===== src/i2cm_pkg.sv =====
// Purpose: shared constants and types for the two-wire bus host controller
// Assumes: 100 MHz system clock, open-drain bus lines with external pull-ups
// Notes: times are kept in their own units; cycle counts derive from them
package i2cm_pkg;

    localparam int CLK_PERIOD_NS = 10;
    localparam int SCL_PERIOD_NS = 10000;
    localparam int QTR_CYC = (SCL_PERIOD_NS / 4) / CLK_PERIOD_NS;
    localparam int NV_WRITE_TIME_US = 20;
    localparam int NV_WAIT_CYC = (NV_WRITE_TIME_US * 1000 + CLK_PERIOD_NS - 1) / CLK_PERIOD_NS;

    // fixed upper part of the slave address, low two bits come from the select inputs
    localparam logic [4:0] ADDR_HI = 5'h14;
    localparam logic DIR_WRITE = 1'b0;
    localparam logic DIR_READ = 1'b1;
    localparam logic [3:0] ACK_BIT = 4'h8;
    localparam logic [2:0] STOP_STEP_POLL = 3'h2;
    localparam logic [2:0] STOP_STEP_WRITE = 3'h4;
    localparam logic [2:0] STOP_STEP_READ = 3'h6;

    typedef enum logic [1:0] {
        OP_WRITE = 2'b00,
        OP_READ = 2'b01,
        OP_POLL = 2'b10
    } i2cm_op_e;

    typedef enum logic [2:0] {
        K_START = 3'b000,
        K_WR = 3'b001,
        K_RD = 3'b010,
        K_STOP = 3'b011,
        K_END = 3'b100
    } i2cm_kind_e;

    typedef enum logic [2:0] {
        ST_IDLE = 3'b000,
        ST_SEQ = 3'b001,
        ST_START = 3'b010,
        ST_BYTE = 3'b011,
        ST_STOP = 3'b100
    } i2cm_state_e;

endpackage


===== src/i2cm_host.sv =====
// Purpose: bus host that writes, reads and polls a two-wire configuration slave
// Assumes: open-drain lines, enables low while pulling low, pull-ups outside
// Notes: one command at a time; a write with every byte acknowledged ends with acknowledge polling
// Summary of operation
// start is data falling while clock is high
// stop is data rising while clock is high, ends transaction
// repeated start looks like start, without a stop before it
// data changes only while clock low, stable during clock high
// slave captures incoming bits on rising clock edge
// slave changes its output bit on the falling edge before
// every byte carries a ninth acknowledge bit with same timing
// receiver pulls ninth bit low to acknowledge, leaves high to refuse
// bytes are eight bits, most significant first, both directions
// host acknowledges wanted bytes, refuses the last read byte
// first byte after start holds seven-bit address and direction bit
// address is fixed pattern with two bits from select pins
// direction zero means write, one means read
// slave ignores the bus after an unmatched address until start
// second byte of a write is the memory location
// single write is start, address, location, data, stop
// slave refuses its address while programming after a write stop
// host polls address until acknowledged or waits longest write time
// single read uses location write, repeated start, read, refuse, stop
// bus idle between stop and start with both lines high
// host alone generates every clock pulse
// slave only pulls data low and synchronises both lines; the slave model also holds the clock low when stretch is set
`timescale 1ns/1ps
module i2cm_host
    import i2cm_pkg::*;
#(
    parameter int QTR = QTR_CYC,
    parameter int NV_WAIT = NV_WAIT_CYC
) (
    input wire logic clk,
    input wire logic rstn,
    input wire logic cmd_valid,
    input wire logic [1:0] cmd_op,
    input wire logic addr_select_bit0,
    input wire logic addr_select_bit1,
    input wire logic [7:0] cmd_mem,
    input wire logic [7:0] cmd_wdata,
    output logic cmd_ready,
    output logic rsp_valid,
    output logic [7:0] rsp_rdata,
    output logic rsp_nack,
    output logic busy,
    input wire logic scl_i,
    output logic scl_o,
    output logic scl_oe_n,
    input wire logic sda_i,
    output logic sda_o,
    output logic sda_oe_n
);
    logic scl_m_r;
    logic scl_s_r;
    logic sda_m_r;
    logic sda_s_r;
    logic tick;
    logic tick_en;

    i2cm_state_e st_r, st_nxt;
    i2cm_kind_e kind_r, kind_nxt;
    logic [1:0] op_r, op_nxt;
    logic [1:0] sel_r, sel_nxt;
    logic [7:0] mem_r, mem_nxt;
    logic [7:0] wd_r, wd_nxt;
    logic [2:0] step_r, step_nxt;
    logic [1:0] q_r, q_nxt;
    logic [3:0] bit_r, bit_nxt;
    logic [7:0] sh_r, sh_nxt;
    logic nack_r, nack_nxt;
    logic poll_r, poll_nxt;
    logic [31:0] tmr_r, tmr_nxt;
    logic scl_oe_n_r, scl_oe_n_nxt;
    logic sda_oe_n_r, sda_oe_n_nxt;
    logic cmd_ready_r, cmd_ready_nxt;
    logic rsp_valid_r, rsp_valid_nxt;
    logic [7:0] rdata_r, rdata_nxt;
    logic rsp_nack_r, rsp_nack_nxt;
    logic busy_r, busy_nxt;
    logic zero_r;

    // byte sequence per command
    function automatic i2cm_kind_e step_kind(input logic [1:0] op, input logic poll, input logic [2:0] s);
        i2cm_kind_e k;
        k = K_END;
        if (poll || op == OP_POLL) begin
            case (s)
                3'h0: k = K_START;
                3'h1: k = K_WR;
                3'h2: k = K_STOP;
                default: k = K_END;
            endcase
        end else if (op == OP_WRITE) begin
            case (s)
                3'h0: k = K_START;
                3'h1, 3'h2, 3'h3: k = K_WR;
                3'h4: k = K_STOP;
                default: k = K_END;
            endcase
        end else begin
            case (s)
                3'h0, 3'h3: k = K_START;
                3'h1, 3'h2, 3'h4: k = K_WR;
                3'h5: k = K_RD;
                3'h6: k = K_STOP;
                default: k = K_END;
            endcase
        end
        return k;
    endfunction

    // byte contents per step
    function automatic logic [7:0] step_byte(input logic [2:0] s, input logic [1:0] sel,
                                             input logic [7:0] mem, input logic [7:0] wd);
        logic [7:0] b;
        b = 8'hff;
        case (s)
            3'h1: b = {ADDR_HI, sel, DIR_WRITE};
            3'h2: b = mem;
            3'h3: b = wd;
            3'h4: b = {ADDR_HI, sel, DIR_READ};
            default: b = 8'hff;
        endcase
        return b;
    endfunction

    function automatic logic [2:0] stop_step(input logic [1:0] op, input logic poll);
        logic [2:0] s;
        s = STOP_STEP_READ;
        if (poll || op == OP_POLL) begin
            s = STOP_STEP_POLL;
        end else if (op == OP_WRITE) begin
            s = STOP_STEP_WRITE;
        end
        return s;
    endfunction

    assign tick_en = (st_r == ST_START) || (st_r == ST_BYTE) || (st_r == ST_STOP);

    i2cm_tick #(.DIV(QTR)) u_tick (
        .clk(clk),
        .rstn(rstn),
        .en(tick_en),
        .tick(tick)
    );

    // pins cross into this domain through two flops
    always_ff @(posedge clk or negedge rstn) begin
        if (!rstn) begin
            scl_m_r <= 1'b1;
            scl_s_r <= 1'b1;
            sda_m_r <= 1'b1;
            sda_s_r <= 1'b1;
        end else begin
            scl_m_r <= scl_i;
            scl_s_r <= scl_m_r;
            sda_m_r <= sda_i;
            sda_s_r <= sda_m_r;
        end
    end

    always_comb begin
        st_nxt = st_r;
        kind_nxt = kind_r;
        op_nxt = op_r;
        sel_nxt = sel_r;
        mem_nxt = mem_r;
        wd_nxt = wd_r;
        step_nxt = step_r;
        q_nxt = q_r;
        bit_nxt = bit_r;
        sh_nxt = sh_r;
        nack_nxt = nack_r;
        poll_nxt = poll_r;
        tmr_nxt = tmr_r;
        scl_oe_n_nxt = scl_oe_n_r;
        sda_oe_n_nxt = sda_oe_n_r;
        cmd_ready_nxt = 1'b0;
        rsp_valid_nxt = 1'b0;
        rdata_nxt = rdata_r;
        rsp_nack_nxt = rsp_nack_r;
        busy_nxt = 1'b1;
        if (poll_r && tmr_r < 32'(NV_WAIT)) begin
            tmr_nxt = tmr_r + 32'h1;
        end
        case (st_r)
            ST_IDLE: begin
                // lines stay released while idle
                cmd_ready_nxt = 1'b1;
                busy_nxt = 1'b0;
                if (cmd_valid && cmd_ready_r) begin
                    cmd_ready_nxt = 1'b0;
                    busy_nxt = 1'b1;
                    op_nxt = cmd_op;
                    sel_nxt = {addr_select_bit1, addr_select_bit0};
                    mem_nxt = cmd_mem;
                    wd_nxt = cmd_wdata;
                    step_nxt = 3'h0;
                    nack_nxt = 1'b0;
                    poll_nxt = 1'b0;
                    tmr_nxt = 32'h0;
                    st_nxt = ST_SEQ;
                end
            end
            ST_SEQ: begin
                kind_nxt = step_kind(op_r, poll_r, step_r);
                q_nxt = 2'h0;
                bit_nxt = 4'h0;
                case (step_kind(op_r, poll_r, step_r))
                    K_START: st_nxt = ST_START;
                    K_WR: begin
                        sh_nxt = step_byte(step_r, sel_r, mem_r, wd_r);
                        st_nxt = ST_BYTE;
                    end
                    K_RD: begin
                        sh_nxt = 8'hff;
                        st_nxt = ST_BYTE;
                    end
                    K_STOP: st_nxt = ST_STOP;
                    default: begin
                        // poll the address after a write until taken or time is up
                        if (op_r == OP_WRITE && !poll_r && !nack_r) begin
                            poll_nxt = 1'b1;
                            tmr_nxt = 32'h0;
                            step_nxt = 3'h0;
                        end else if (poll_r && nack_r && tmr_r < 32'(NV_WAIT)) begin
                            nack_nxt = 1'b0;
                            step_nxt = 3'h0;
                        end else begin
                            rsp_valid_nxt = 1'b1;
                            rsp_nack_nxt = nack_r;
                            poll_nxt = 1'b0;
                            st_nxt = ST_IDLE;
                        end
                    end
                endcase
            end
            ST_START: begin
                // start and repeated start share one sequence
                if (tick) begin
                    case (q_r)
                        2'h0: begin
                            sda_oe_n_nxt = 1'b1;
                            q_nxt = 2'h1;
                        end
                        2'h1: begin
                            scl_oe_n_nxt = 1'b1;
                            q_nxt = 2'h2;
                        end
                        2'h2: begin
                            if (scl_s_r && sda_s_r) begin
                                sda_oe_n_nxt = 1'b0;
                                q_nxt = 2'h3;
                            end
                        end
                        default: begin
                            scl_oe_n_nxt = 1'b0;
                            step_nxt = step_r + 3'h1;
                            st_nxt = ST_SEQ;
                        end
                    endcase
                end
            end
            ST_BYTE: begin
                if (tick) begin
                    case (q_r)
                        2'h0: begin
                            // set data while clock is low, msb first
                            if (bit_r == ACK_BIT || kind_r == K_RD) begin
                                sda_oe_n_nxt = 1'b1;
                            end else begin
                                sda_oe_n_nxt = sh_r[7];
                            end
                            q_nxt = 2'h1;
                        end
                        2'h1: begin
                            // host makes the clock pulse
                            scl_oe_n_nxt = 1'b1;
                            q_nxt = 2'h2;
                        end
                        2'h2: begin
                            // slave bit is valid by this high phase
                            if (scl_s_r) begin
                                if (bit_r != ACK_BIT) begin
                                    sh_nxt = {sh_r[6:0], sda_s_r};
                                end else if (kind_r == K_WR) begin
                                    nack_nxt = sda_s_r;
                                end
                                q_nxt = 2'h3;
                            end
                        end
                        default: begin
                            scl_oe_n_nxt = 1'b0;
                            q_nxt = 2'h0;
                            if (bit_r == ACK_BIT) begin
                                st_nxt = ST_SEQ;
                                if (kind_r == K_RD) begin
                                    rdata_nxt = sh_r;
                                end
                                // a refused byte ends the transfer with a stop
                                if (nack_r) begin
                                    step_nxt = stop_step(op_r, poll_r);
                                end else begin
                                    step_nxt = step_r + 3'h1;
                                end
                            end else begin
                                bit_nxt = bit_r + 4'h1;
                            end
                        end
                    endcase
                end
            end
            ST_STOP: begin
                // data rises while clock is high
                if (tick) begin
                    case (q_r)
                        2'h0: begin
                            sda_oe_n_nxt = 1'b0;
                            q_nxt = 2'h1;
                        end
                        2'h1: begin
                            scl_oe_n_nxt = 1'b1;
                            q_nxt = 2'h2;
                        end
                        2'h2: begin
                            if (scl_s_r) begin
                                sda_oe_n_nxt = 1'b1;
                                q_nxt = 2'h3;
                            end
                        end
                        default: begin
                            step_nxt = step_r + 3'h1;
                            st_nxt = ST_SEQ;
                        end
                    endcase
                end
            end
            default: st_nxt = ST_IDLE;
        endcase
    end

    always_ff @(posedge clk or negedge rstn) begin
        if (!rstn) begin
            st_r <= ST_IDLE;
            kind_r <= K_END;
            op_r <= 2'h0;
            sel_r <= 2'h0;
            mem_r <= 8'h00;
            wd_r <= 8'h00;
            step_r <= 3'h0;
            q_r <= 2'h0;
            bit_r <= 4'h0;
            sh_r <= 8'h00;
            nack_r <= 1'b0;
            poll_r <= 1'b0;
            tmr_r <= 32'h0;
            scl_oe_n_r <= 1'b1;
            sda_oe_n_r <= 1'b1;
            cmd_ready_r <= 1'b0;
            rsp_valid_r <= 1'b0;
            rdata_r <= 8'h00;
            rsp_nack_r <= 1'b0;
            busy_r <= 1'b0;
            zero_r <= 1'b0;
        end else begin
            st_r <= st_nxt;
            kind_r <= kind_nxt;
            op_r <= op_nxt;
            sel_r <= sel_nxt;
            mem_r <= mem_nxt;
            wd_r <= wd_nxt;
            step_r <= step_nxt;
            q_r <= q_nxt;
            bit_r <= bit_nxt;
            sh_r <= sh_nxt;
            nack_r <= nack_nxt;
            poll_r <= poll_nxt;
            tmr_r <= tmr_nxt;
            scl_oe_n_r <= scl_oe_n_nxt;
            sda_oe_n_r <= sda_oe_n_nxt;
            cmd_ready_r <= cmd_ready_nxt;
            rsp_valid_r <= rsp_valid_nxt;
            rdata_r <= rdata_nxt;
            rsp_nack_r <= rsp_nack_nxt;
            busy_r <= busy_nxt;
            zero_r <= 1'b0;
        end
    end

    assign scl_o = zero_r;
    assign sda_o = zero_r;
    assign scl_oe_n = scl_oe_n_r;
    assign sda_oe_n = sda_oe_n_r;
    assign cmd_ready = cmd_ready_r;
    assign rsp_valid = rsp_valid_r;
    assign rsp_rdata = rdata_r;
    assign rsp_nack = rsp_nack_r;
    assign busy = busy_r;

    property p_start;
        @(posedge clk) disable iff (!rstn) $fell(sda_oe_n_r) && scl_oe_n_r |-> st_r == ST_START;
    endproperty
    a_start: assert property (p_start) else $error("data pulled low with clock high outside start");

    property p_stop;
        @(posedge clk) disable iff (!rstn) $rose(sda_oe_n_r) && scl_oe_n_r |-> $past(st_r) == ST_STOP;
    endproperty
    a_stop: assert property (p_stop) else $error("data released with clock high outside stop");

    property p_data_stable;
        @(posedge clk) disable iff (!rstn) st_r == ST_BYTE && scl_oe_n_r && $past(scl_oe_n_r) |-> $stable(sda_oe_n_r);
    endproperty
    a_data_stable: assert property (p_data_stable) else $error("data moved during clock high");

    property p_ack_release;
        @(posedge clk) disable iff (!rstn) st_r == ST_BYTE && bit_r == ACK_BIT && q_r != 2'h0 |-> sda_oe_n_r;
    endproperty
    a_ack_release: assert property (p_ack_release) else $error("host drove the ninth bit low");

    property p_addr_byte;
        @(posedge clk) disable iff (!rstn)
            st_r == ST_BYTE && $past(st_r) == ST_SEQ && (step_r == 3'h1 || step_r == 3'h4) && kind_r == K_WR
            |-> sh_r == {ADDR_HI, sel_r, step_r == 3'h4};
    endproperty
    a_addr_byte: assert property (p_addr_byte) else $error("wrong address byte after start");

    property p_msb_first;
        @(posedge clk) disable iff (!rstn)
            tick && st_r == ST_BYTE && q_r == 2'h0 && kind_r == K_WR && bit_r != ACK_BIT
            |=> sda_oe_n_r == $past(sh_r[7]) ##1 sda_oe_n_r == $past(sh_r[7], 2);
    endproperty
    a_msb_first: assert property (p_msb_first) else $error("data bit not taken from msb");

    property p_idle_lines;
        @(posedge clk) disable iff (!rstn) cmd_ready_r |-> scl_oe_n_r && sda_oe_n_r && !busy_r;
    endproperty
    a_idle_lines: assert property (p_idle_lines) else $error("lines not released while idle");

    property p_clock_rise;
        @(posedge clk) disable iff (!rstn) $rose(scl_oe_n_r) |-> $past(q_r) == 2'h1 && $past(tick);
    endproperty
    a_clock_rise: assert property (p_clock_rise) else $error("clock released off the quarter schedule");

    property p_rsp_pulse;
        @(posedge clk) disable iff (!rstn) rsp_valid_r |=> !rsp_valid_r && cmd_ready_r;
    endproperty
    a_rsp_pulse: assert property (p_rsp_pulse) else $error("response not a single pulse");
endmodule // i2cm_host


===== src/i2cm_tick.sv =====
// Purpose: quarter-bit enable pulse for the serial clock
// Assumes: counter held cleared while not enabled
// Notes: first pulse comes DIV cycles after enable rises
`timescale 1ns/1ps
module i2cm_tick
    import i2cm_pkg::*;
#(
    parameter int DIV = QTR_CYC
) (
    input wire logic clk,
    input wire logic rstn,
    input wire logic en,
    output logic tick
);
    logic [15:0] cnt_r;
    logic [15:0] cnt_nxt;
    logic tick_r;
    logic tick_nxt;

    always_comb begin
        cnt_nxt = cnt_r;
        tick_nxt = 1'b0;
        if (!en) begin
            cnt_nxt = 16'h0000;
        end else if (cnt_r == 16'(DIV - 1)) begin
            cnt_nxt = 16'h0000;
            tick_nxt = 1'b1;
        end else begin
            cnt_nxt = cnt_r + 16'h0001;
        end
    end

    always_ff @(posedge clk or negedge rstn) begin
        if (!rstn) begin
            cnt_r <= 16'h0000;
            tick_r <= 1'b0;
        end else begin
            cnt_r <= cnt_nxt;
            tick_r <= tick_nxt;
        end
    end

    assign tick = tick_r;
endmodule // i2cm_tick


===== config.mk =====
export PLATFORM = sky130hd
export DESIGN_NAME = i2cm_host
export DESIGN_NICKNAME = d
export VERILOG_FILES = /design/src/i2cm_pkg.sv /design/src/i2cm_host.sv /design/src/i2cm_tick.sv
export SDC_FILE = /design/constraint.sdc
export NUM_CORES = 1
export LEC_CHECK = 0
export ABC_AREA = 1
export BUFFER_PORTS_ARGS = -buffer_cell sky130_fd_sc_hd__clkbuf_2
export CORE_MARGIN = 2
export CORE_UTILIZATION = 63
export CTS_BUF_LIST = sky130_fd_sc_hd__clkbuf_4 sky130_fd_sc_hd__clkbuf_8
export DETAILED_ROUTE_END_ITERATION = 6
export PLACE_DENSITY = 0.87
export SLEW_MARGIN = 20
export SYNTH_ARGS = -nofsm -noshare
export SYNTH_HDL_FRONTEND = slang
export SYNTH_SLANG_ARGS = --single-unit

===== constraint.sdc =====
create_clock -name clk -period 2.1 [get_ports clk]
set_input_delay 0.315 -clock clk [delete_from_list [all_inputs] [get_ports clk]]
set_output_delay 0.315 -clock clk [all_outputs]
set_load 0.02 [all_outputs]

Yosys cells after proc, flatten, opt, wreduce, memory -nomap -nowiden
Cells that the tools add are included.
{"block": "totals", "latch_bits": 0, "ram_bits": 0, "romBits": 0, "ff_bits": 112, "memories": 0, "out_inout_bits": 16, "wordCells": 229, "in_bits": 25}
{"block": "op_classes", "n_reduce_logical": 46, "n_bitwise": 4, "n_mux": 95, "add_sub_neg": 4, "n_eq_ne": 53, "n_lt_le_gt_ge": 1, "n_div": 0, "multipliers": 0, "shifts": 0}
{"op": "32-bit two-way mux", "n": 4}
{"op": "3-bit two-way mux", "n": 22}
{"op": "32-bit case mux with 2 select lines", "n": 1}
{"op": "3-bit case mux with 4 select lines", "n": 3}
{"op": "32-bit by 1-bit adder with 32-bit output (second input constant)", "n": 1}
{"op": "32-bit by 11-bit less-than comparator with 1-bit output (second input constant)", "n": 1}
{"op": "1-bit two-way mux", "n": 32}
{"op": "16-bit two-way mux", "n": 2}
{"op": "8-bit two-way mux", "n": 4}
{"op": "8-bit case mux with 2 select lines", "n": 2}
{"op": "8-bit case mux with 4 select lines", "n": 1}
{"op": "3-bit case mux with 3 select lines", "n": 3}
{"op": "2-bit by 1-bit inequality test with 1-bit output (second input constant)", "n": 11}
{"op": "3-bit by 2-bit equality test with 1-bit output (second input constant)", "n": 7}
{"op": "2-bit inequality test (second input constant)", "n": 10}
{"op": "2-bit case mux with 3 select lines", "n": 3}
{"op": "9-bit AND reduction", "n": 2}
{"op": "16-bit by 1-bit adder with 16-bit output (second input constant)", "n": 1}
{"op": "16-bit by 8-bit equality test with 1-bit output (second input constant)", "n": 1}
{"op": "3-bit inequality test (second input constant)", "n": 5}
{"op": "3-bit by 1-bit equality test with 1-bit output (second input constant)", "n": 4}
{"op": "3-bit equality test (second input constant)", "n": 4}
{"op": "2-bit two-way mux", "n": 6}
{"op": "4-bit two-way mux", "n": 3}
{"op": "other kinds (32)", "n": 70}

Depth between registers and ports, before layout
Gate-level depths: netlist of the first run.
{"block": "depth", "depth_word": 10, "depth_mapped": 14}

Hierarchy
Synthesis of the first run repeated with hierarchy kept, for this count alone.
{"block": "hier_totals", "cells_unflattened": 719, "area_unflattened_um2": 6027.0}
{"module": "i2cm_host", "seq_area_each_um2": 2386.0, "cells_each": 594, "area_per_inst_um2": 5096.1, "instances": 1}
{"module": "i2cm_tick", "seq_area_each_um2": 425.4, "cells_each": 125, "area_per_inst_um2": 930.9, "instances": 1}

Worst setup path before layout of the first run
OpenSTA, ideal clock, no wires.
{"block": "synth_path", "kind": "register to register", "startpoint": "register step_r[0]", "endpoint": "register tmr_r[6]", "t_required_ps": 1981, "arrival_time_ps": 1687, "n_path_buf": 1, "path_slack_ps": 295, "stages_incl_launch_ff": 14, "cell_sequence": "dfrtp_1 -> inv_1 -> ha_1 -> o21ai_2 -> nand2_2 -> inv_2 -> nand3_1 -> nand2_1 -> nand2_2 -> nand2_2 -> nand2_2 -> nand2_4 -> buf_6 -> nor2_1"}
{"block": "synth_via", "elab_chain_len": 10, "word_cells_on_any_way": 23, "classes_between": "9 x eq/ne; 8 x mux; 6 x reduce/logical"}
{"element": "from (decl)", "line_no": "i2cm_host.sv:67", "source": "logic [2:0] step_r, step_nxt;"}
{"element": "from (signal assigned)", "line_no": "i2cm_host.sv:373", "source": "step_r <= step_nxt;"}
{"element": "3-bit equality test (tied with other cells)", "line_no": "i2cm_host.sv:95, i2cm_host.sv:102"}
{"element": "3-bit OR reduction (tied with other cells)", "line_no": "i2cm_host.sv:102", "source": "case (s)"}
{"element": "3-bit case mux with 4 select lines / 3-bit case mux with 3 select lines (equally long branches)", "line_no": "i2cm_host.sv:102, i2cm_host.sv:95"}
{"element": "3-bit two-way mux", "line_no": "i2cm_host.sv:94", "source": "end else if (op == OP_WRITE) begin"}
{"element": "3-bit two-way mux *", "line_no": "i2cm_host.sv:87", "source": "if (poll || op == OP_POLL) begin"}
{"element": "3-bit two-way mux *", "line_no": "i2cm_host.sv:187", "source": "case (st_r)"}
{"element": "3-bit by 2-bit equality test with 1-bit output (tied with other cells)", "line_no": "i2cm_host.sv:210", "source": "case (step_kind(op_r, poll_r, step_r))"}
{"element": "4-bit OR reduction (no source line) *"}
{"element": "32-bit two-way mux *", "line_no": "i2cm_host.sv:210"}
{"element": "32-bit case mux with 2 select lines *", "line_no": "i2cm_host.sv:187"}
{"element": "named net tmr_nxt[6]", "line_no": "i2cm_host.sv:73", "source": "logic [31:0] tmr_r, tmr_nxt;"}
{"element": "to (signal assigned)", "line_no": "i2cm_host.sv:379", "source": "tmr_r <= tmr_nxt;"}
{"element": "to (decl)", "line_no": "i2cm_host.sv:73"}
The timed path passes the listed nets; every way through them passes the cells marked *. The select of a mux whose other input is x is not followed.
A chain may end at the register's enable or synchronous reset.

Final worst setup path of the first run
{"block": "layout_path", "startpoint": "register step_r[1]", "endpoint": "register tmr_r[28]"}
The elaborated chain is that of the path after synthesis.

==> impl_results.md, run 1 <==
- TritonCTS clock tree: done
- Setup Skew: 0.0184 ns
- CTS clk-pin slew, worst paths: 0.12 ns
- Relative slew slack: 64.3%
- CP Launch Type: flip-flop
- Critical Path End Type: flip-flop
- Syn. warnings: 0
- Post-synthesis register bit count: 112
- Power, Total: 7.90 mW
- Grt ovf: 0
- Core ar.: 8760 µm²
- Antenna violations before repair: 0
- Via count: 4,697
- Mapped Area: 5730 µm²
- Clk Latency, worst-skew pair: 0.39 ns
- VDD IR max: 0.000643 V
- Fin crit period: 1.97 ns
- Crit Path Class: flip-flop to flip-flop
- LEAKAGE: 3.18 nW
- Routed wire length: 12.5 mm
- PD cells: 1240 nW/µm²
- Die Width: 99.4 µm
- Die Ht: 99.4 µm
- Hold Worst Slack: 0.149 ns
- CTS Buffer Depth: 2
- Most common library cell in the layout ignoring fill and taps: nand2_1
- Slowest stage cell, crit path: dfrtp_2
- Async set or reset register ratio after synthesis: 100%
- CTS H-tree lvls: 3
- Largest net degree at the start of global routing: 45
- Switch Pwr: 3.60 mW
- Most frequent cells in the layout: nand2_1, dfrtp_1, nor2_1
- Worst path cell trace: inv_1, ha_1, o21ai_2, nand2_2, inv_2, nand3_1, nand2_1, nand2_2, nand2_4, nand2_8, nand2_8, nor2_1
- Area delta synth->final: 11.2%
- ANT cells: 0
- Clk pwr share: 17.1%
- Critical Path AT: 2.25 ns
- CP max FO: 16
- Average size of a mapped cell: 8.47 µm²
- Synth unique cells: 49
- Layout cells sized above 1: 18.2%
- First-pass GRT wire length: 20.4 mm
- Max stage delay on crit path: 0.42 ns
- CTS root buffer: clkbuf_8
- Ports: 41
- Vias in the first global route: 4,596
- FP Rows: 34
- Worst-margin pin slew: 0.535 ns
- Routability congestion estimate: 1.02
- DR iter-0 viols: 254
- Input/output buffers: 38
- Hpwl dp: 8.82 mm
- Most used DFF post-synth: dfrtp_1
- Syn Inst Count: 677
- Starting Density: 65.4%
- Fin. Hold Viols: 0
- Layout Nets: 765
- Pre-Repair DR Iteration Count: 6
- Maximum clock rate: 509 MHz
- Comb power frac: 45.2%
- Max-slew violations: 0
- Final setup violation count: 0
- Status: finished clean
- Vias per cell: 5.61
- WP data required: 2.38 ns
- Seq/Total Area, Yosys: 49.0%
- DIE AREA: 9880 µm²
- MaxCap Viol Count: 0
- # clock sinks: 112
- CTS Buf Count: 9
- EDFF count, synth: 0
- Min-Delay Path Class: input port to flip-flop
- Avg WL per Cell: 14.9 µm
- Seq pwr share: 37.7%
- ANT nets after route: 0
- Global Route Usage Sum: 25.5%
- DRC viols: 0
- Post-route clock period utilization: 93.6%
- Internal power: 4.30 mW
- Net Sw Frac: 45.6%
[worst paths after layout]
path                                       start                    to  slack [ns]  cells after the start
max reg2reg                step_r[1]$_DFFE_PN0P_   tmr_r[28]$_DFF_PN0_        0.13                     12
max in group asynchronous                   rstn  scl_oe_n$_DFFE_PN1P_        0.96                      3
min                             addr_select_bit0  sel_r[0]$_DFFE_PN0P_        0.15                      2
max                        step_r[1]$_DFFE_PN0P_   tmr_r[28]$_DFF_PN0_        0.13                     12
min reg2reg                    sda_m_r$_DFF_PN1_     sda_s_r$_DFF_PN1_        0.35                      0
min in group asynchronous                   rstn  bit_r[0]$_DFFE_PN0P_        0.44                      2
[logic make-up (layout without fill, tap and decap cells)]
kind of cell	after synthesis	count (layout)	synth area share, %
other	1	2	0.0654
buffers and inverters	115	165	8.51
AND/OR/NAND/NOR	313	315	25.0
XOR/XNOR	13	13	1.99
adder cells (fa/ha/maj)	15	15	3.27
AO/OA/AOI/OAI	98	98	10.2
flip-flops	112	112	49.0
multiplexers	10	10	1.96
[registers in the layout (all words and copies together), names as in the netlist, 4 cells and up]
signal and cells:
tmr_r 32, u_tick.cnt_r 16, mem_r 8, rsp_rdata 8, sh_r 8, wd_r 8, bit_r 4
[synth_stat cells (3+ instances only)]
library cell	n	area (µm²)
nand2_1	123	462
dfrtp_1	105	2630
nor2_1	99	372
inv_1	92	345
a21oi_1	43	215
nand3_1	31	155
o21ai_0	24	120
ha_1	15	188
nor3_1	11	55.1
nand2_2	10	62.6
xor2_1	9	78.8
inv_2	8	30.0
dfstp_2	7	184
mux2_2	7	78.8
nand4_1	7	43.8
nor2_2	6	37.5
o22ai_1	6	37.5
buf_2	5	25.0
buf_6	5	56.3
nand3_2	5	50.1
nor4_1	5	31.3
o21ai_2	5	43.8
nor2_4	4	45.0
xnor2_1	4	35.0
mux2_1	3	33.8
nand2_4	3	33.8
nor3b_1	3	22.5
o211ai_1	3	22.5
o21ai_1	3	15.0
[layout make-up]
| cell class | instances | area, µm² |
|---|---|---|
| sequential | 112 | 2810 |
| multi-input combinational | 453 | 2540 |
| fill | 632 | 2390 |
| inverter | 101 | 384 |
| timing repair buffer | 48 | 288 |
| tap | 108 | 135 |
| clock buffer | 9 | 124 |
| clock inverter | 7 | 93.8 |
[worst max-delay path: cells and delay by family (launching register included)]
| kind | cells | cell delay (ns) |
|---|---|---|
| DFF | 1 | 0.42 |
| buffers and inverters | 2 | 0.17 |
| and+or+nand+nor | 8 | 0.80 |
| AOI/OAI and AO/OA | 1 | 0.25 |
| adders and majority gates | 1 | 0.24 |
[metal layers]
metal  wire length, µm  share of wire [%]  track usage [%]  up-vias
met1              5200                 42             33.3     2225
met2              6350                 51             43.8      198
met5                 0                  0                0        -
li1                  -                  -                -     2249
met3               696                5.6             4.01       25
met4               256                2.0             8.54        0
[through the flow]
step	util (%)	cell area [µm²]	setup slack (ns)	TNS, ns	std cells
finish	72.7	6370	0.134	0	838
global route	72.7	6370	-0.0168	-0.0168	838
CTS	71.7	6280	0.0305	0	836
detailed placement	68.8	6030	-0.000752	-0.000752	817
global placement	68.8	6030	0.0937	0	817
floorplan	-	5740	0.295	0	678
[timing repair]
action,CTS,global route
resized for setup,1,14
setup buffers,0,0
pin swaps,0,3
cloned,0,2
setup endpoints to repair,19,46
hold buffers,3,0
hold endpoints to repair,35,0
[power groups by stage]
stage               clock network, mW  logic, mW  registers (mW)
floorplan                           0       2.61            2.95
global placement                    0       3.17            2.97
detailed placement                  0       3.33            3.00
CTS                              1.36       3.37            2.96
global route                     1.45       3.97            3.03
finish                           1.35       3.57            2.98
Power figures use the tool's default switching activity.
==> inputs of run 2 (changes only) <==
- BUFFER_PORTS_ARGS: -buffer_cell sky130_fd_sc_hd__clkbuf_2 -> not set
- CORE_UTILIZATION: 63 -> 60
- DONT_BUFFER_PORTS: not set -> 1
- PLACE_DENSITY: 0.87 -> 0.83
- REMOVE_ABC_BUFFERS: not set -> 1
- clock period: 2.1 -> 1.8 ns (I/O delays scaled with it)
==> run 2 against run 1 <==
- the flow now finishes with violations (negative hold slack, negative setup slack)
- sequential share of layout area shrank 2.0 points
- fmax up 0.83%
- hold slack got worse by 0.58 ns
- setup slack got worse by 0.28 ns
- sequential power increased by 20%
- clock skew decreased by 0.0031 ns
- clock-buffer cell count did not move
- largest power group unchanged
==> impl_results.md, run 2 (synthesis results as in run 1) <==
- Status: complete, but fails checks
- Failing checks: negative hold slack, negative setup slack
- DRC viols: 0 (unchanged)
- Net Sw Frac: 43.4% (-2.2 points)
- VDD IR max: 0.00101 V (+57%)
- Most common library cell in the layout ignoring fill and taps: nand2_1
- M1 WL: 5.39 mm (+3.6%)
- Max stage delay on crit path: 0.47 ns (+0.05 ns)
- RR Endpoint: tmr_r[14]$_DFF_PN0_
- Post-route cell area: 6690 µm² (+4.9%)
- Global Route Usage Sum: 24.9% (-0.58 points)
- Setup TNS Final: -5.91 ns (-5.91 ns)
- Starting Density: 62.0% (-3.4 points)
- Core ar.: 9240 µm² (+5.4%)
- Layout Nets: 754 (-1.4%)
- Pre-Repair DR Iteration Count: 6 (unchanged)
- Cell Area, Placed: 6030 µm² (+0.15%)
- Critical Path End Type: flip-flop
- Die Ht: 102 µm (+2.4%)
- Hold Worst Slack: -0.431 ns (-0.580 ns)
- Crit path launch: step_r[0]$_DFFE_PN0P_
- Seq pwr share: 34.7% (-3.0 points)
- WP data required: 2.08 ns (-0.30 ns)
- # clock sinks: 112 (unchanged)
- Largest registers: tmr_r: 32 flops, u_tick.cnt_r: 16 flops
- DR iter-0 viols: 251 (-1.2%)
- Top reg by flops: tmr_r
- Worst path cell trace: buf_6, ha_4, o21ai_4, nand2_2, inv_2, nand3_2, nand2_2, nand2_4, nand2_4, nand2_4, nand2_8, clkbuf_16, nor2_1
- RSZ-0062 raised after global routing: true
- CTS H-tree lvls: 3 (unchanged)
- ANT nets after route: 0 (unchanged)
- TritonCTS clock tree: done
- CTS root buffer: clkbuf_8
- Met3 WL: 748 µm (+7.5%)
- Highest metal used: met4
- Final setup violation count: 50 (+50)
- FP Rows: 35 (+2.9%)
- Area delta synth->final: 16.6%
- First-pass GRT wire length: 20.4 mm (+0.14%)
- Max reg flops: 32 (unchanged)
- CTS Buffer Depth: 2 (unchanged)
- Fill count: 681 (+7.8%)
- CTS Buf Count: 9 (unchanged)
- Most common cell type on the critical path: nand2_4
- Worst r2r path cells: 13 (+1)
- Post-route clock period utilization: 108% (+15 points)
- FF-to-FF Start: step_r[0]$_DFFE_PN0P_
- Slowest stage cell, crit path: dfrtp_2
- Avg WL per Cell: 15.3 µm (+2.4%)
- Internal power: 5.86 mW (+36%)
- PD cells: 1550 nW/µm² (+25%)
- Maximum clock rate: 513 MHz (+0.83%)
- Crit Path Class: flip-flop to flip-flop
- Setup WS pre-CTS: -0.169 ns (-0.169 ns)
- Layout cells sized above 1: 22.9% (+4.7 points)
- Setup Skew: 0.0154 ns (-0.00309 ns)
- Hpwl dp: 8.39 mm (-4.8%)
- CTS Hold Bufs: 2 (-1)
- Fin. Hold Viols: 112 (+112)
- Max-slew violations: 0 (unchanged)
- Worst Setup EP: tmr_r[14]$_DFF_PN0_
- Switch Pwr: 4.49 mW (+25%)
- Grt ovf: 0 (unchanged)
- Ports: 41 (unchanged)
- LEAKAGE: 3.20 nW (+0.53%)
- Input/output buffers: 0 (-100%)
- Fin crit period: 1.95 ns (-0.0162 ns)
- Vias in the first global route: 4,567 (-0.63%)
- Routed wire length: 13.0 mm (+3.6%)
- Comb power frac: 48.9% (+3.7 points)
- Critical Path AT: 2.23 ns (-0.02 ns)
- Largest net degree at the start of global routing: 113 (+150%)
- CP max FO: 8 (-8)
- Routability congestion estimate: 0.923 (-9.4%)
- MaxCap Viol Count: 0 (unchanged)
- Antenna violations before repair: 0 (unchanged)
- Metal2 WL: 6.47 mm (+1.9%)
- CP Launch Type: flip-flop
- Final worst slack: -0.150 ns (-0.284 ns)
- ANT cells: 0 (unchanged)
- Reg2Reg Setup Slack: -0.15 ns (-0.28 ns)
- Clk pwr share: 16.4% (-0.7 points)
- Vias per cell: 5.47 (-2.4%)
- Min-Delay Path Class: input port to async pin
- Most frequent cells in the layout: nand2_1, dfrtp_1, inv_1
- Clk Latency, worst-skew pair: 0.39 ns (about the same)
- CTS clk-pin slew, worst paths: 0.11 ns (about the same)
- Die Width: 102 µm (+2.4%)
- Via count: 4,641 (-1.2%)
- DIE AREA: 10,400 µm² (+4.8%)
-- run 2: changes by cell type in the layout (fill, tap and decap cells not counted), sizes merged --
cell,delta
buf,+26
bufinv,+2
clkbuf,-35
clkinv,-3
clkinvlp,+2
dlygate4sd3,-1
inv,-1
nand2,-1
-- run 2: final cells by class --
type | count | area [µm²] | share of cell area, %
Clock buffer | 9 | 124 | 1.85
Clock inverter | 7 | 104 | 1.55
Inverter | 101 | 387 | 5.78
Multi-Input combinational cell | 452 | 2720 | 40.7
Sequential cell | 112 | 2820 | 42.1
Tap cell | 129 | 161 | 2.41
Timing Repair Buffer | 38 | 374 | 5.60
-- run 2: what timing repair did --
| item | in CTS | in global routing |
|---|---|---|
| buffers inserted | 7 | 0 |
| gates cloned | 1 | 2 |
| endpoints found under the setup margin | 51 | 70 |
| gates resized for setup | 17 | 60 |
| pin swaps | 2 | 15 |
| endpoints found under the hold margin | 114 | 112 |
-- run 2: worst min-delay path by stage --
| stage | startpoint | endpoint | depth (start not counted) |
|---|---|---|---|
| after global placement | rstn | tmr_r[26]$_DFF_PN0_ | 0 |
| final | rstn | tmr_r[21]$_DFF_PN0_ | 0 |
| after CTS | rstn | tmr_r[4]$_DFF_PN0_ | 0 |
| after floorplan | rstn | bit_r[0]$_DFFE_PN0P_ | 0 |
| after global routing | rstn | tmr_r[21]$_DFF_PN0_ | 0 |
| after detailed placement | rstn | tmr_r[26]$_DFF_PN0_ | 0 |
-- run 2: per-layer routing --
layer	up-vias	global-route usage [%]
li1	2224	-
met4	0	9.25
met5	-	0
met2	156	42.8
met3	34	4.35
met1	2227	31.6
-- run 2: power by group through the flow --
| stage | registers [mW] | logic [mW] | clock network [mW] |
|---|---|---|---|
| 5_1_grt | 3.64 | 5.56 | 1.80 |
| 4_1_cts | 3.54 | 4.48 | 1.71 |
| 3_5_place_dp | 3.58 | 4.10 | 0 |
| 2_1_floorplan | 3.45 | 2.94 | 0 |
| 3_3_place_gp | 3.55 | 3.94 | 0 |
| 6_report | 3.59 | 5.06 | 1.70 |
-- run 2: per-stage QoR --
| step | utilization (%) | instances | power, mW |
|---|---|---|---|
| final | 72.3 | 848 | 10.3 |
| after global routing | 72.3 | 848 | 11.0 |
| after CTS | 69.5 | 846 | 9.72 |
| after detailed placement | 65.3 | 820 | 7.68 |
| after global placement | 65.3 | 820 | 7.48 |
| after floorplan | - | 664 | 6.39 |
-- run 2: worst max-delay path, delay by kind of cell (launching register included) --
family | cells | cell delay, ns
fa+ha+maj | 1 | 0.17
buf+inv | 3 | 0.36
compound gates | 1 | 0.19
flops | 1 | 0.47
simple gates | 8 | 0.65
==> inputs of run 3 (changes only) <==
- CORE_UTILIZATION: 60 -> 40
- PLACE_DENSITY: 0.83 -> 0.58
- TNS_END_PERCENT: not set -> 10
- clock period: 1.8 -> 2.4 ns (I/O delays scaled with it)
==> run 3 against run 2 <==
- the run ends with negative hold slack left
- global-route usage is 9.4 points lower
- design area is 8.3% lower
- sequential share of layout area rose by 3.7 points
- critical path depth is 1 lower
- critical endpoint is now tmr_r[24]$_DFF_PN0_
==> impl_results.md, run 3 (synthesis results as in run 1) <==
- Critical Path AT: 2.36 ns (+0.13 ns)
- Fin. Hold Viols: 112 (unchanged)
- Power, Total: 6.69 mW (-35%)
- # clock sinks: 112 (unchanged)
- DP Cell Count: 846 (+3.2%)
- Routability congestion estimate: 0.832 (-9.8%)
- Max-slew violations: 0 (unchanged)
- Setup TNS Final: 0 ns (+5.91 ns)
- TritonCTS clock tree: done
- Reg2Reg Setup Slack: 0.30 ns (+0.45 ns)
- Failing checks: negative hold slack
- Postcts setup bufs: 0 (-7)
- DIE AREA: 15,300 µm² (+48%)
- Crit Path Class: flip-flop to flip-flop
- Maximum clock rate: 477 MHz (-7.1%)
- Die Width: 124 µm (+22%)
- Vias in the first global route: 4,090 (-10%)
- Most frequent cells in the layout: nand2_1, dfrtp_1, nor2_1
- Clk Latency, worst-skew pair: 0.39 ns (about the same)
- Max reg flops: 32 (unchanged)
- Final setup violation count: 0 (-100%)
- ANT nets after route: 0 (unchanged)
- CTS Buf Count: 9 (unchanged)
- DRC viols: 0 (unchanged)
- CTS Hold Bufs: 2 (unchanged)
- FP Rows: 43 (+23%)
- Hold Worst Slack: -0.334 ns (+0.0974 ns)
- WP data required: 2.66 ns (+0.58 ns)
- CP max FO: 32 (+24)
- CTS clk-pin slew, worst paths: 0.11 ns (about the same)
- CP Launch Type: flip-flop
- Core Util, Final: 44.0% (-28 points)
- VDD IR max: 0.000406 V (-60%)
- Core ar.: 13,900 µm² (+51%)
- Avg WL per Cell: 12.7 µm (-17%)
- Ports: 41 (unchanged)
- Fill count: 1,361 (+100%)
- Layout cells sized above 1: 11.8% (-11 points)
- Area delta synth->final: 6.96%
- Largest registers: tmr_r: 32 flops, u_tick.cnt_r: 16 flops
- Post-route clock period utilization: 87.4% (-21 points)
- First-pass GRT wire length: 18.8 mm (-7.6%)
- PD cells: 1090 nW/µm² (-30%)
- Cell Area, Placed: 5870 µm² (-2.7%)
- Layout Nets: 719 (-4.6%)
- Routed wire length: 11.0 mm (-15%)
- Setup WS pre-CTS: 0.232 ns (+0.402 ns)
- Most common library cell in the layout ignoring fill and taps: nand2_1
- Critical Path End Type: flip-flop
- Status: complete, but fails checks
- ANT cells: 0 (unchanged)
- LEAKAGE: 2.98 nW (-6.8%)
- CTS Buffer Depth: 2 (unchanged)
- Top reg by flops: tmr_r
- CTS root buffer: clkbuf_8
- Post-route cell area: 6130 µm² (-8.3%)
- Fin crit period: 2.10 ns (+0.148 ns)
- Pre-Repair DR Iteration Count: 4 (-2)
- MaxCap Viol Count: 0 (unchanged)
- RSZ-0062 raised after global routing: false
- Vias per cell: 4.89 (-11%)
- Die Ht: 124 µm (+22%)
- Via count: 4,227 (-8.9%)
- Grt ovf: 0 (unchanged)
- Min-Delay Path Class: input port to async pin
- DR iter-0 viols: 257 (+2.4%)
- Largest net degree at the start of global routing: 113 (unchanged)
- Global Route Usage Sum: 15.5% (-9.4 points)
- Starting Density: 41.1% (-21 points)
- Input/output buffers: 0 (unchanged)
- CTS H-tree lvls: 3 (unchanged)
- Hpwl dp: 7.78 mm (-7.4%)
- Setup Skew: 0.0173 ns (+0.00199 ns)
- Non-Filler Instances: 864 (+1.9%)
- Final worst slack: 0.302 ns (+0.452 ns)
- Antenna violations before repair: 0 (unchanged)
-- run 3: changes by cell type in the layout (fill, tap and decap cells not counted), sizes merged --
| cell | previous run | this run |
|---|---|---|
| buf | 34 | 2 |
| nand2 | 137 | 136 |
| clkinvlp | 2 | 0 |
-- run 3: final timing paths --
kind                       cells past startpoint             startpoint              endpoint
max in group asynchronous                      0                   rstn  scl_oe_n$_DFFE_PN1P_
max                                           12  step_r[0]$_DFFE_PN0P_   tmr_r[24]$_DFF_PN0_
max reg2reg                                   12  step_r[0]$_DFFE_PN0P_   tmr_r[24]$_DFF_PN0_
min reg2reg                                    0      scl_m_r$_DFF_PN1_     scl_s_r$_DFF_PN1_
min                                            0                   rstn    tmr_r[8]$_DFF_PN0_
min in group clk                               1       addr_select_bit1  sel_r[1]$_DFFE_PN0P_
-- run 3: power breakdown --
group / leakage [nW] / internal [mW] / switching (mW) / total, mW
sequential: 1.44 / 2.31 / 0.317 / 2.63
combinational: 1.42 / 0.914 / 1.86 / 2.77
clock: 0.119 / 0.638 / 0.648 / 1.29
-- run 3: repair_timing --
item / 4_1_cts / 5_1_grt
hold endpoints to repair: 114 / 112
setup endpoints to repair: 0 / 2
resized for setup: 0 / 1
-- run 3: final cells by class --
type                       count  area [µm²]  area share, %
clock buffer                  11         145           2.37
clock inverter                 5        85.1           1.39
inverter                     101         384           6.26
multi-input combinational    451        2450           39.9
sequential                   112        2810           45.8
tap                          180         225           3.67
timing repair buffer           4        35.0          0.571
-- run 3: worst max-delay path: stages, from the launching register on --
cell     delay (ns)
dfrtp_1        0.41
inv_1          0.09
ha_1           0.30
o21ai_2        0.25
nand2_2        0.11
inv_2          0.09
nand3_1        0.06
nand2_1        0.09
nand2_2        0.07
nand2_2        0.11
nand2_2        0.11
nand2_8        0.20
nor2_1         0.07
-- run 3: layer usage --
| layer | vias up | track usage (%) | wire length [µm] |
|---|---|---|---|
| met4 | 0 | 4.62 | 138 |
| met3 | 13 | 4.17 | 418 |
| met5 | - | 0 | 0 |
| met2 | 49 | 24.6 | 5020 |
| met1 | 2010 | 20.9 | 5400 |
| li1 | 2155 | - | - |
